**src/bcce_regs.svh**
```systemverilog
`ifndef BCCE_REGS_SVH
`define BCCE_REGS_SVH

// ----------------------------------------
// Register port map (word index)
// ----------------------------------------
`define REG_CTRL      4'h0
`define REG_PC        4'h1
`define REG_ACC       4'h2
`define REG_FLAGS     4'h3
`define REG_BANK      4'h4
`define REG_SHADOW    4'h5
`define REG_WDOG      4'h6

// ----------------------------------------
// Field positions and reset values
// ----------------------------------------
`define CTRL_EXT      0
`define WDOG_PWRDN    0
`define WDOG_TO       1
`define ST_Z          2
`define ST_N          4
`define ST_RESET      5'h00
`define BANK_RESET    4'h0
`define ACC_RESET     8'h00

// ----------------------------------------
// Encodings and constants
// ----------------------------------------
`define PC_STEP       21'h000002
`define NOP_WORD      16'h0000
`define OPC_ZBRANCH   8'hE0
`define OPC_CALL      7'h76
`define OPC_CALL2     4'hF
`define OPC_CLEAR     7'h35
`define OPC_WDOG      16'h0004
`define OPC_INV       6'h07
`define CLR_VALUE     8'h00
`define IDX_LIMIT     8'h5F
`define ACC_SPLIT     8'h80
`define ACC_LOW_BANK  4'h0
`define ACC_HIGH_BANK 4'hF

`endif

```
**src/exec_pkg.sv**
```systemverilog
package exec_pkg;

    typedef enum logic [3:0] {
        q1_decode  = 4'h1,
        q2_read    = 4'h2,
        q3_process = 4'h4,
        q4_write   = 4'h8
    } q_phase_t;

    typedef enum logic [2:0] {
        op_none    = 3'h0,
        op_zbranch = 3'h1,
        op_call    = 3'h2,
        op_clear   = 3'h3,
        op_wdog    = 3'h4,
        op_inv     = 3'h5
    } op_t;

    typedef struct packed {
        logic [11:0] addr;
        logic [7:0]  wdata;
        logic        we;
    } dm_req_t;

    typedef struct packed {
        logic        valid;
        logic [20:0] addr;
    } stack_push_t;

endpackage
```
**src/bank_addr_resolve.sv**
```systemverilog
`timescale 1ns/1ps
`include "bcce_regs.svh"

module bank_addr_resolve (
    input  wire logic        access_bit,
    input  wire logic [7:0]  f_field,
    input  wire logic [3:0]  bank,
    input  wire logic        ext_en,
    input  wire logic [11:0] index_base,
    output logic [11:0]      addr,
    output logic             indexed
);

    // ----------------------------------------
    // Bank / access / indexed address select
    // ----------------------------------------
    always_comb begin
        indexed = 1'b0;
        addr    = {bank, f_field};
        if (!access_bit) begin
            if (ext_en && (f_field <= `IDX_LIMIT)) begin
                indexed = 1'b1;
                addr    = index_base + {4'h0, f_field};
            end else if (f_field < `ACC_SPLIT) begin
                addr = {`ACC_LOW_BANK, f_field};
            end else begin
                addr = {`ACC_HIGH_BANK, f_field};
            end
        end
    end

endmodule

```
**src/branch_call_clear_exec.sv**
```systemverilog
// Operation
// - A zero-branch with Z set loads PC with the incremented PC plus twice the offset.
// - A taken zero-branch costs two cycles, the second a no-op; not taken, one cycle.
// - A call pushes PC+4 to the return stack and loads its 20-bit literal into PC<20:1>.
// - A call with the fast-save bit set copies W, flags and bank select into shadows.
// - A call is two words: 1110110s kkkkkkkk then 1111 with literal bits 19 to 8.
// - A call costs two cycles: push in Q3, high literal and PC write in Q4, then a no-op.
// - Clear-register writes 00h to the addressed register and sets Z in one cycle.
// - Access bit zero selects the access bank; one uses the bank select register.
// - Access bit zero with extended set and f at most 5Fh uses indexed offset addressing.
// - Watchdog clear pulses the counter reset and sets both active-low status bits.
// - Neither the zero-branch nor the call changes any status flag.
// - Invert complements the register into W when d is zero, else back into the register.
//
// Added by the designer: the register addresses and strobed register access.
`timescale 1ns/1ps
`include "bcce_regs.svh"

module branch_call_clear_exec
    import exec_pkg::*;
(
    input  wire logic        ref_clk,
    input  wire logic        rst_n,
    output logic [20:0]      prog_addr,
    input  wire logic [15:0] prog_data,
    output dm_req_t          dm_req,
    input  wire logic [7:0]  dm_rdata,
    input  wire logic [11:0] index_base,
    output stack_push_t      return_stack_top,
    output logic             watchdog_clear,
    output logic             timeout_flag_n,
    output logic             powerdown_flag_n,
    output q_phase_t         phase,
    input  wire logic [3:0]  reg_addr,
    input  wire logic [31:0] reg_wdata,
    input  wire logic        reg_wr,
    input  wire logic        reg_rd,
    output logic [31:0]      reg_rdata
);

    // ----------------------------------------
    // State
    // ----------------------------------------
    q_phase_t    next_phase;
    logic [20:0] pc;
    logic [20:0] next_pc;
    logic [15:0] ir;
    logic [15:0] next_ir;
    logic        nop_cycle;
    logic        next_nop_cycle;
    logic [7:0]  accumulator_reg;
    logic [7:0]  next_accumulator_reg;
    logic [4:0]  flags_reg;
    logic [4:0]  next_flags_reg;
    logic [3:0]  bank_select_reg;
    logic [3:0]  next_bank_select_reg;
    logic [7:0]  working_shadow;
    logic [7:0]  next_working_shadow;
    logic [4:0]  flags_shadow;
    logic [4:0]  next_flags_shadow;
    logic [3:0]  bank_select_shadow;
    logic [3:0]  next_bank_select_shadow;
    logic        ext_en;
    logic        next_ext_en;
    logic        idx_mode;
    logic        next_idx_mode;
    dm_req_t     next_dm_req;
    stack_push_t next_return_stack_top;
    logic        next_watchdog_clear;
    logic        next_timeout_flag_n;
    logic        next_powerdown_flag_n;
    logic [31:0] next_reg_rdata;

    op_t         op;
    logic [11:0] res_addr;
    logic        res_idx;
    logic [7:0]  inv_result;
    logic [20:0] branch_target;
    logic [20:0] call_target;
    logic        call_word_ok;

    // ----------------------------------------
    // Decode
    // ----------------------------------------
    always_comb begin
        op = op_none;
        if (ir[15:8] == `OPC_ZBRANCH) begin
            op = op_zbranch;
        end else if (ir[15:9] == `OPC_CALL) begin
            op = op_call;
        end else if (ir[15:9] == `OPC_CLEAR) begin
            op = op_clear;
        end else if (ir == `OPC_WDOG) begin
            op = op_wdog;
        end else if (ir[15:10] == `OPC_INV) begin
            op = op_inv;
        end
    end

    assign inv_result    = ~dm_rdata;
    assign branch_target = pc + {{12{ir[7]}}, ir[7:0], 1'b0};
    assign call_target   = {prog_data[11:0], ir[7:0], 1'b0};
    assign call_word_ok  = (prog_data[15:12] == `OPC_CALL2);

    bank_addr_resolve u_resolve (
        .access_bit (prog_data[8]),
        .f_field    (prog_data[7:0]),
        .bank       (bank_select_reg),
        .ext_en     (ext_en),
        .index_base (index_base),
        .addr       (res_addr),
        .indexed    (res_idx)
    );

    // ----------------------------------------
    // Execution next state
    // ----------------------------------------
    always_comb begin
        next_phase              = phase;
        next_pc                 = pc;
        next_ir                 = ir;
        next_nop_cycle          = nop_cycle;
        next_accumulator_reg    = accumulator_reg;
        next_flags_reg          = flags_reg;
        next_bank_select_reg    = bank_select_reg;
        next_working_shadow     = working_shadow;
        next_flags_shadow       = flags_shadow;
        next_bank_select_shadow = bank_select_shadow;
        next_ext_en             = ext_en;
        next_idx_mode           = idx_mode;
        next_dm_req             = dm_req;
        next_dm_req.we          = 1'b0;
        next_return_stack_top       = return_stack_top;
        next_return_stack_top.valid = 1'b0;
        next_watchdog_clear     = 1'b0;
        next_timeout_flag_n     = timeout_flag_n;
        next_powerdown_flag_n   = powerdown_flag_n;

        // Software writes first, so core updates in the same cycle win
        if (reg_wr) begin
            case (reg_addr)
                `REG_CTRL:  next_ext_en = reg_wdata[`CTRL_EXT];
                `REG_ACC:   next_accumulator_reg = reg_wdata[7:0];
                `REG_FLAGS: next_flags_reg = reg_wdata[4:0];
                `REG_BANK:  next_bank_select_reg = reg_wdata[3:0];
                `REG_WDOG: begin
                    next_timeout_flag_n   = reg_wdata[`WDOG_TO];
                    next_powerdown_flag_n = reg_wdata[`WDOG_PWRDN];
                end
                default: ;
            endcase
        end

        unique case (phase)
            q1_decode: begin
                next_phase = q2_read;
                if (nop_cycle) begin
                    next_ir = `NOP_WORD;
                end else begin
                    next_ir = prog_data;
                    next_pc = pc + `PC_STEP;
                end
                next_dm_req.addr = res_addr;
                next_idx_mode    = res_idx;
            end
            q2_read: begin
                next_phase = q3_process;
            end
            q3_process: begin
                next_phase = q4_write;
                unique case (op)
                    op_call: begin
                        next_return_stack_top.valid = 1'b1;
                        next_return_stack_top.addr  = pc + `PC_STEP;
                        if (ir[8]) begin
                            next_working_shadow     = accumulator_reg;
                            next_flags_shadow       = flags_reg;
                            next_bank_select_shadow = bank_select_reg;
                        end
                    end
                    op_clear: begin
                        next_dm_req.we        = 1'b1;
                        next_dm_req.wdata     = `CLR_VALUE;
                        next_flags_reg[`ST_Z] = 1'b1;
                    end
                    op_wdog: begin
                        next_watchdog_clear   = 1'b1;
                        next_timeout_flag_n   = 1'b1;
                        next_powerdown_flag_n = 1'b1;
                    end
                    op_inv: begin
                        if (ir[9]) begin
                            next_dm_req.we    = 1'b1;
                            next_dm_req.wdata = inv_result;
                        end else begin
                            next_accumulator_reg = inv_result;
                        end
                        next_flags_reg[`ST_Z] = (inv_result == `CLR_VALUE);
                        next_flags_reg[`ST_N] = inv_result[7];
                    end
                    default: ;
                endcase
            end
            q4_write: begin
                next_phase     = q1_decode;
                next_nop_cycle = 1'b0;
                if (op == op_zbranch && flags_reg[`ST_Z]) begin
                    next_pc        = branch_target;
                    next_nop_cycle = 1'b1;
                end else if (op == op_call && call_word_ok) begin
                    next_pc        = call_target;
                    next_nop_cycle = 1'b1;
                end
            end
        endcase
    end

    always_ff @(posedge ref_clk or negedge rst_n) begin
        if (!rst_n) begin
            phase              <= q1_decode;
            pc                 <= '0;
            ir                 <= `NOP_WORD;
            nop_cycle          <= 1'b0;
            accumulator_reg    <= `ACC_RESET;
            flags_reg          <= `ST_RESET;
            bank_select_reg    <= `BANK_RESET;
            working_shadow     <= `ACC_RESET;
            flags_shadow       <= `ST_RESET;
            bank_select_shadow <= `BANK_RESET;
            ext_en             <= 1'b0;
            idx_mode           <= 1'b0;
            dm_req             <= '0;
            return_stack_top   <= '0;
            watchdog_clear     <= 1'b0;
            timeout_flag_n     <= 1'b1;
            powerdown_flag_n   <= 1'b1;
        end else begin
            phase              <= next_phase;
            pc                 <= next_pc;
            ir                 <= next_ir;
            nop_cycle          <= next_nop_cycle;
            accumulator_reg    <= next_accumulator_reg;
            flags_reg          <= next_flags_reg;
            bank_select_reg    <= next_bank_select_reg;
            working_shadow     <= next_working_shadow;
            flags_shadow       <= next_flags_shadow;
            bank_select_shadow <= next_bank_select_shadow;
            ext_en             <= next_ext_en;
            idx_mode           <= next_idx_mode;
            dm_req             <= next_dm_req;
            return_stack_top   <= next_return_stack_top;
            watchdog_clear     <= next_watchdog_clear;
            timeout_flag_n     <= next_timeout_flag_n;
            powerdown_flag_n   <= next_powerdown_flag_n;
        end
    end

    assign prog_addr = pc;

    // ----------------------------------------
    // Register read port
    // ----------------------------------------
    always_comb begin
        next_reg_rdata = '0;
        if (reg_rd) begin
            case (reg_addr)
                `REG_CTRL:   next_reg_rdata = {31'h0, ext_en};
                `REG_PC:     next_reg_rdata = {11'h0, pc};
                `REG_ACC:    next_reg_rdata = {24'h0, accumulator_reg};
                `REG_FLAGS:  next_reg_rdata = {27'h0, flags_reg};
                `REG_BANK:   next_reg_rdata = {28'h0, bank_select_reg};
                `REG_SHADOW: next_reg_rdata = {15'h0, bank_select_shadow,
                                               flags_shadow, working_shadow};
                `REG_WDOG:   next_reg_rdata = {30'h0, timeout_flag_n, powerdown_flag_n};
                default:     next_reg_rdata = '0;
            endcase
        end
    end

    always_ff @(posedge ref_clk or negedge rst_n) begin
        if (!rst_n) begin
            reg_rdata <= '0;
        end else begin
            reg_rdata <= next_reg_rdata;
        end
    end
endmodule

```
**config.mk**
```make
export PLATFORM = sky130hd
export DESIGN_NAME = branch_call_clear_exec
export DESIGN_NICKNAME = d
export VERILOG_FILES = /design/src/exec_pkg.sv /design/src/bank_addr_resolve.sv /design/src/branch_call_clear_exec.sv
export VERILOG_INCLUDE_DIRS = /design/src /design/src/src
export SDC_FILE = /design/constraint.sdc
export NUM_CORES = 1
export LEC_CHECK = 0
export ABC_AREA = 0
export BUFFER_PORTS_ARGS = -buffer_cell sky130_fd_sc_hd__buf_2
export CELL_PAD_IN_SITES_DETAIL_PLACEMENT = 2
export CELL_PAD_IN_SITES_GLOBAL_PLACEMENT = 2
export CORE_MARGIN = 2
export CORE_UTILIZATION = 25
export DETAILED_ROUTE_END_ITERATION = 7
export PLACE_DENSITY = 0.64
export SETUP_SLACK_MARGIN = 0.2
export SLEW_MARGIN = 0
export SYNTH_ARGS = -nofsm -noshare
export SYNTH_HDL_FRONTEND = slang
export SYNTH_HIERARCHICAL = 1
export SYNTH_SLANG_ARGS = --single-unit
```
**constraint.sdc**
```tcl
create_clock -name ref_clk -period 3.6 [get_ports ref_clk]
set_input_delay 0.18 -clock ref_clk [delete_from_list [all_inputs] [get_ports ref_clk]]
set_output_delay 0.18 -clock ref_clk [all_outputs]
set_load 0.05 [all_outputs]
```
Word-level counts from Yosys, hierarchy flattened
Cells that the tools add are included.
Word-level totals
  register bits: 155
  latch bits: 0
  bits in writable memories: 0
  bits in read-only memories: 0
  bits of input ports: 76
  logic and storage cells: 109
  memories kept: 0
Operators by class
  add/sub/neg operators: 3
  $mul: 0
  div/mod/pow operators: 0
  $lt $le $gt $ge: 2
  equal/unequal tests: 24
  shift-type cells: 0
  multiplexer cells: 44
  bitwise logic cells: 1
  reductions and logical operators: 14
Operators with widths (count)
  case mux 21 bit (7 select lines): 1
  2-to-1 mux 21 bit: 4
  2-to-1 mux 22 bit: 2
  case mux 21 bit (2 select lines): 1
  2-to-1 mux 8 bit: 5
  2-to-1 mux 12 bit: 3
  adder 21 x 2 -> 21 bit, second input constant: 1
  adder 21 bit: 1
  case mux 9 bit (2 select lines): 1
  == test 16 x 3 -> 1 bit, second input constant: 1
  == test 4 x 3 -> 1 bit, second input constant: 4
  2-to-1 mux 1 bit: 16
  2-to-1 mux 16 bit: 1
  case mux 4 bit (4 select lines): 1
  2-to-1 mux 3 bit: 5
  adder 12 x 8 -> 12 bit: 1
  == test 4 x 2 -> 1 bit, second input constant: 3
  2-to-1 mux 5 bit: 2
  2-to-1 mux 9 bit: 1
  AND reduction 3 bit: 3
  == test 4 x 1 -> 1 bit, second input constant: 2
  == test 4 bit, second input constant: 2
  == test 8 bit, second input constant: 1
  less-or-equal comparator 8 x 7 -> 1 bit, second input constant: 1
  16 further kinds: 25

Longest topological paths before layout
  word-level depth: 11
  depth in mapped cells: 9

By module
The synthesis kept the hierarchy.
Modules (own cells, without submodules)
  branch_call_clear_exec: times used 1, cells each 766, area an instance 7537.2 um^2, seq. area each 3557.2 um^2
  bank_addr_resolve: times used 1, cells each 91, area an instance 621.8 um^2, seq. area each 0.0 um^2

Least setup slack after synthesis
OpenSTA, ideal clock, no wires.
  path type: register to register
  from: register pc[1], in the netlist prog_addr[1]
  to: register pc[17], in the netlist prog_addr[17]
  setup time: 0.125 ns
  data arrival time: 2.682 ns
  path slack: 0.792 ns
  stages on the path, launching flop included: 10
  buffers on the path: 0
  period minus slack after synthesis: 2.808 ns
  cells stage by stage: dfrtp_1 > ha_1 > fa_1 > a211oi_1 > o21ai_0 > nand2_1 > o211ai_1 > a31oi_1 > xor2_1 > a2111oi_0
Between the ends
  cells in the longest elaborated chain, start to end: 3
RTL lines
  from (decl): line branch_call_clear_exec.sv:45  | logic [20:0] pc;
  from (signal assigned): line branch_call_clear_exec.sv:239  | pc <= next_pc;
  adder 21 bit / adder 21 x 2 -> 21 bit (equally long branches)
  2-to-1 mux 21 bit (on tied branches): line branch_call_clear_exec.sv:207, branch_call_clear_exec.sv:157
  case mux 21 bit (2 select lines) *: line branch_call_clear_exec.sv:154  | unique case (phase)
Every way passes the cells marked *; elsewhere a longest branch is shown, timed or not. The select of a mux whose other input is x is not followed.
A chain may end at the register's enable or synchronous reset.

Final worst setup path
  from: register ir[9]
  to: register pc[8], in the netlist prog_addr[8]
Between the ends
  cells in the longest elaborated chain, start to end: 9
RTL lines
  from (decl): line branch_call_clear_exec.sv:47  | logic [15:0] ir;
  from (signal assigned): line branch_call_clear_exec.sv:222  | ir <= `NOP_WORD;
  from (signal assigned): line branch_call_clear_exec.sv:240  | ir <= next_ir;
  == test 16 x 3 -> 1 bit (no line)
  2-to-1 mux 3 bit: line branch_call_clear_exec.sv:93  | end else if (ir == `OPC_WDOG) begin
  2-to-1 mux 3 bit: line branch_call_clear_exec.sv:91  | end else if (ir[15:9] == `OPC_CLEAR) begin
  2-to-1 mux 3 bit: line branch_call_clear_exec.sv:89  | end else if (ir[15:9] == `OPC_CALL) begin
  2-to-1 mux 3 bit *: line branch_call_clear_exec.sv:87  | if (ir[15:8] == `OPC_ZBRANCH) begin
  == test 3 x 1 -> 1 bit / == test 3 x 2 -> 1 bit (equally long branches): line branch_call_clear_exec.sv:207, branch_call_clear_exec.sv:210
  logical AND 1 bit (on tied branches): line branch_call_clear_exec.sv:207, branch_call_clear_exec.sv:210
  inequality test 3 bit (no line) / 2-to-1 mux 21 bit (equally long branches)
  AND reduction 3 bit (no line) / case mux 21 bit (2 select lines) (equally long branches)
Every way passes the cells marked *; elsewhere a longest branch is shown, timed or not.

==> metrics.txt <==
status=complete, no violations; final setup margin=0.529 ns; worst-skew pair later-pin latency=between 0.4 and 0.5 ns; CTS Buf Count=17; Yosys cell types=73; Avg Inst Size Synth=~9.5 um2; overall routing resource usage=18.6%; leakage=~4.7 nW; Starting Density=between 20% and 30%; combinational power share=31.0%; synthesis warning total=6; Max Fclk=~330 MHz; full die area=about 34000 um2; WL final=a little over 30000 um; Seq. cell area=between 3000 and 4000 um2; CTS tree=built; Tot Pwr=around 5.4 mW; pre-CTS WS=approximately 0.58 ns; Syn-to-layout area delta=23.9%; Syn Std Cell Area=just over 8000 um2; R2R Path Start=ir[9]$_DFFE_PN0P_; final design utilization=~31%; dpl cells=approximately 1400; hpwl dp=roughly 23000 um; vias per cell=4.97; PwrDens=about 530 nW/um2; sequential share of the synthesized area=a little over two fifths; hold slack=0.0226 ns; Most used DFF post-synth=dfrtp_1; fraction of layout cells with a size suffix above 1=a little over a quarter; Post-synth EDFFs=0; FFs w/ async S/R, synth=100%; number of setup violations in the final report=0; flops & latches, synth=142; Crit Path Max Fanout=15; clk root buf=clkbuf_16; Filler cells=between 3000 and 4000; area of the multi-input gates=approximately 4300 um2; CTS Buffer Depth=2; diode count=0; Pint=3.23 mW; Initial DRC Count=slightly above 400; GRT overflow=0; First-pass DRT Iterations=4; Sw Pwr=approximately 2.1 mW; first-pass GRT wire length=between 40000 and 50000 um; reg2reg setup slack=~0.53 ns; Reg2Reg Capture Point=prog_addr[8]$_DFFE_PN0P_; CP Capture Type=flop; Final #Nets=around 1100; via count=~7300; Clock Power Share=31.9%; Max Cap Viol=0; skew final=~0.015 ns; Max IR drop VDD=between 0.3 and 0.4 mV; Die Width=185 um; IO Pins=about 180; Least-Margin Pin Slew=between 0.9 and 1 ns; crit path capture=prog_addr[8]$_DFFE_PN0P_; WS Path Type=reg -> reg; design area=10100 um2; Regs by FF count=dm_req (21), reg_rdata (21), return_stack_top (21); CP required=about 3.9 ns; Die H=around 180 um; Critical Path AT=~3.4 ns; H-tree depth=4; CTS Sinks=roughly 140; RePlAce Congestion=0.855; DRC=0; Mapped Cells=approximately 860; critical path launch point=ir[9]$_DFFE_PN0P_; CTS clk-pin slew, worst paths=~0.08 ns; detailed-route wire length per cell=just over 20 um; Slew Limit Fails=0; unrepaired setup endpoints after global routing=no; Hold Path Class=in -> reg; vias in the first global route=7853; cts repair resizes=0; crit share post-route=a little under nine tenths; Antenna Violating Nets Remaining=0; Hold Vio Cnt, Final=0; Cell Area, Placed=between 9000 and 10000 um2; min cycle time layout=just over 3 ns; Sw Share=approximately 40%; CP startpoint kind=flop; initial antenna violation count=0; largest net degree at the start of global routing=93; Worst R2R Path Depth=7; Sum Neg Setup Slack=0 ns; Rows=66; core area=32400 um2; PortBufs=141; Seq pwr share=37.1%; count of non-filler cells in the finished layout=approximately 1500; Slew headroom=between 30% and 40%
[worst min path at each step]
stage,slack (ns),cells after the start,end,from
final,0.02,2,flags_reg[3]$_DFFE_PN0P_,reg_wdata[3]
after global routing,0.02,2,bank_select_reg[2]$_DFFE_PN0P_,reg_wdata[2]
after CTS,0.002,3,ir[15]$_DFFE_PN0P_,prog_data[15]
after detailed placement,0.37,1,dm_req[9]$_DFFE_PN0P_,rst_n
after global placement,0.36,1,return_stack_top[18]$_DFFE_PN0P_,rst_n
after floorplan,-0.12,0,accumulator_reg[0]$_DFF_PN0_,rst_n
[final cells by class]
class	count	share of cell area, %
flip-flops and latches	142	35.2
multi-input cells	663	43.0
well taps	442	5.47
clock buffers	18	4.25
repair buffers	182	10.4
clock inverters	14	1.23
inverters	13	0.483
[synthesized netlist by cell type (4+ instances only)]
library cell / count / area, um2
ha_1: 28 / 350
xor2_1: 14 / 123
o21ai_0: 64 / 320
o22ai_1: 6 / 37.5
or4b_2: 4 / 40.0
a21oi_1: 51 / 255
and3_1: 18 / 113
nand2b_1: 21 / 131
a21o_1: 15 / 113
or2_2: 6 / 37.5
buf_2: 8 / 40.0
o21a_1: 4 / 30.0
mux2_2: 43 / 484
a211oi_1: 16 / 120
a22oi_1: 23 / 173
dfrtp_1: 139 / 3480
nor3_1: 23 / 115
inv_1: 12 / 45.0
xnor2_1: 23 / 201
o21bai_1: 6 / 45.0
clkbuf_1: 25 / 93.8
a31oi_1: 9 / 56.3
buf_4: 14 / 105
nand4_1: 13 / 81.3
o211ai_1: 12 / 90.1
nand2_1: 98 / 368
nand3_1: 38 / 190
or3_1: 5 / 31.3
nor2_1: 44 / 165
nor4_1: 4 / 25.0
nand3b_1: 6 / 45.0
a22o_1: 4 / 35.0
[cell usage in the layout, fill, tap and decap left out, types with 5 or more instances in the layout]
cell and n:
a31oi_1 9, o21ai_0 64, o21bai_1 6, a22oi_1 23, buf_2 140, inv_6 5, dfrtp_1 139, buf_4 29
dlygate4sd3_1 12, xor2_1 14, ha_1 28, nand4_1 13, mux2_2 43, inv_1 12, conb_1 13, and3_1 18
a21o_1 15, xnor2_1 23, a211oi_1 16, clkbuf_16 17, nand2_1 98, nand3b_1 6, nor2_1 44, or2_2 6
nand2b_1 21, o211ai_1 12, or3_1 5, o22ai_1 6, nor3_1 22, nand3_1 38, a21oi_1 51
[power by group through the flow]
stage	clock, mW	combinational (mW)	sequential [mW]
2_1_floorplan	0	0.834	2.28
3_3_place_gp	0	1.62	2.03
3_5_place_dp	0	1.66	2.03
4_1_cts	1.77	1.68	2.00
5_1_grt	1.84	1.83	2.02
6_report	1.71	1.67	2.00
[worst max-delay path, stage by stage, from the launching register on]
cell	delay, ns
dfrtp_1	0.49
or3b_2	0.52
o22ai_1	0.25
o211ai_1	0.23
nor2_2	0.73
mux2_2	0.43
a22oi_1	0.17
o21ai_0	0.10
[logic make-up (layout without fill, tap and decap cells)]
family / count (synthesis) / count (layout) / share of synthesized area, %
AOI/OAI and AO/OA: 240 / 240 / 19.1
xor gates and xnor gates: 37 / 37 / 3.97
adders and majority gates: 30 / 30 / 4.78
buffers and inverters: 64 / 227 / 3.80
DFF: 142 / 142 / 43.6
muxes: 48 / 48 / 6.58
other: 1 / 13 / 0.0460
and+or+nand+nor: 295 / 295 / 18.1
[per-layer routing]
layer  vias up  GRT usage (%)  wire length, um
met4         0           6.10              607
met3        21           2.90             1050
met5         -              0                0
li1       3440              -                -
met2       149           30.2            14400
met1      3717           25.3            14400
[timing repair]
item / in CTS / in global routing
hold buffers: 12 / 0
hold endpoints to repair: 106 / 0
buffers inserted: 0 / 0
endpoints found under the setup margin: 0 / 0
Power figures use the tool's default switching activity.
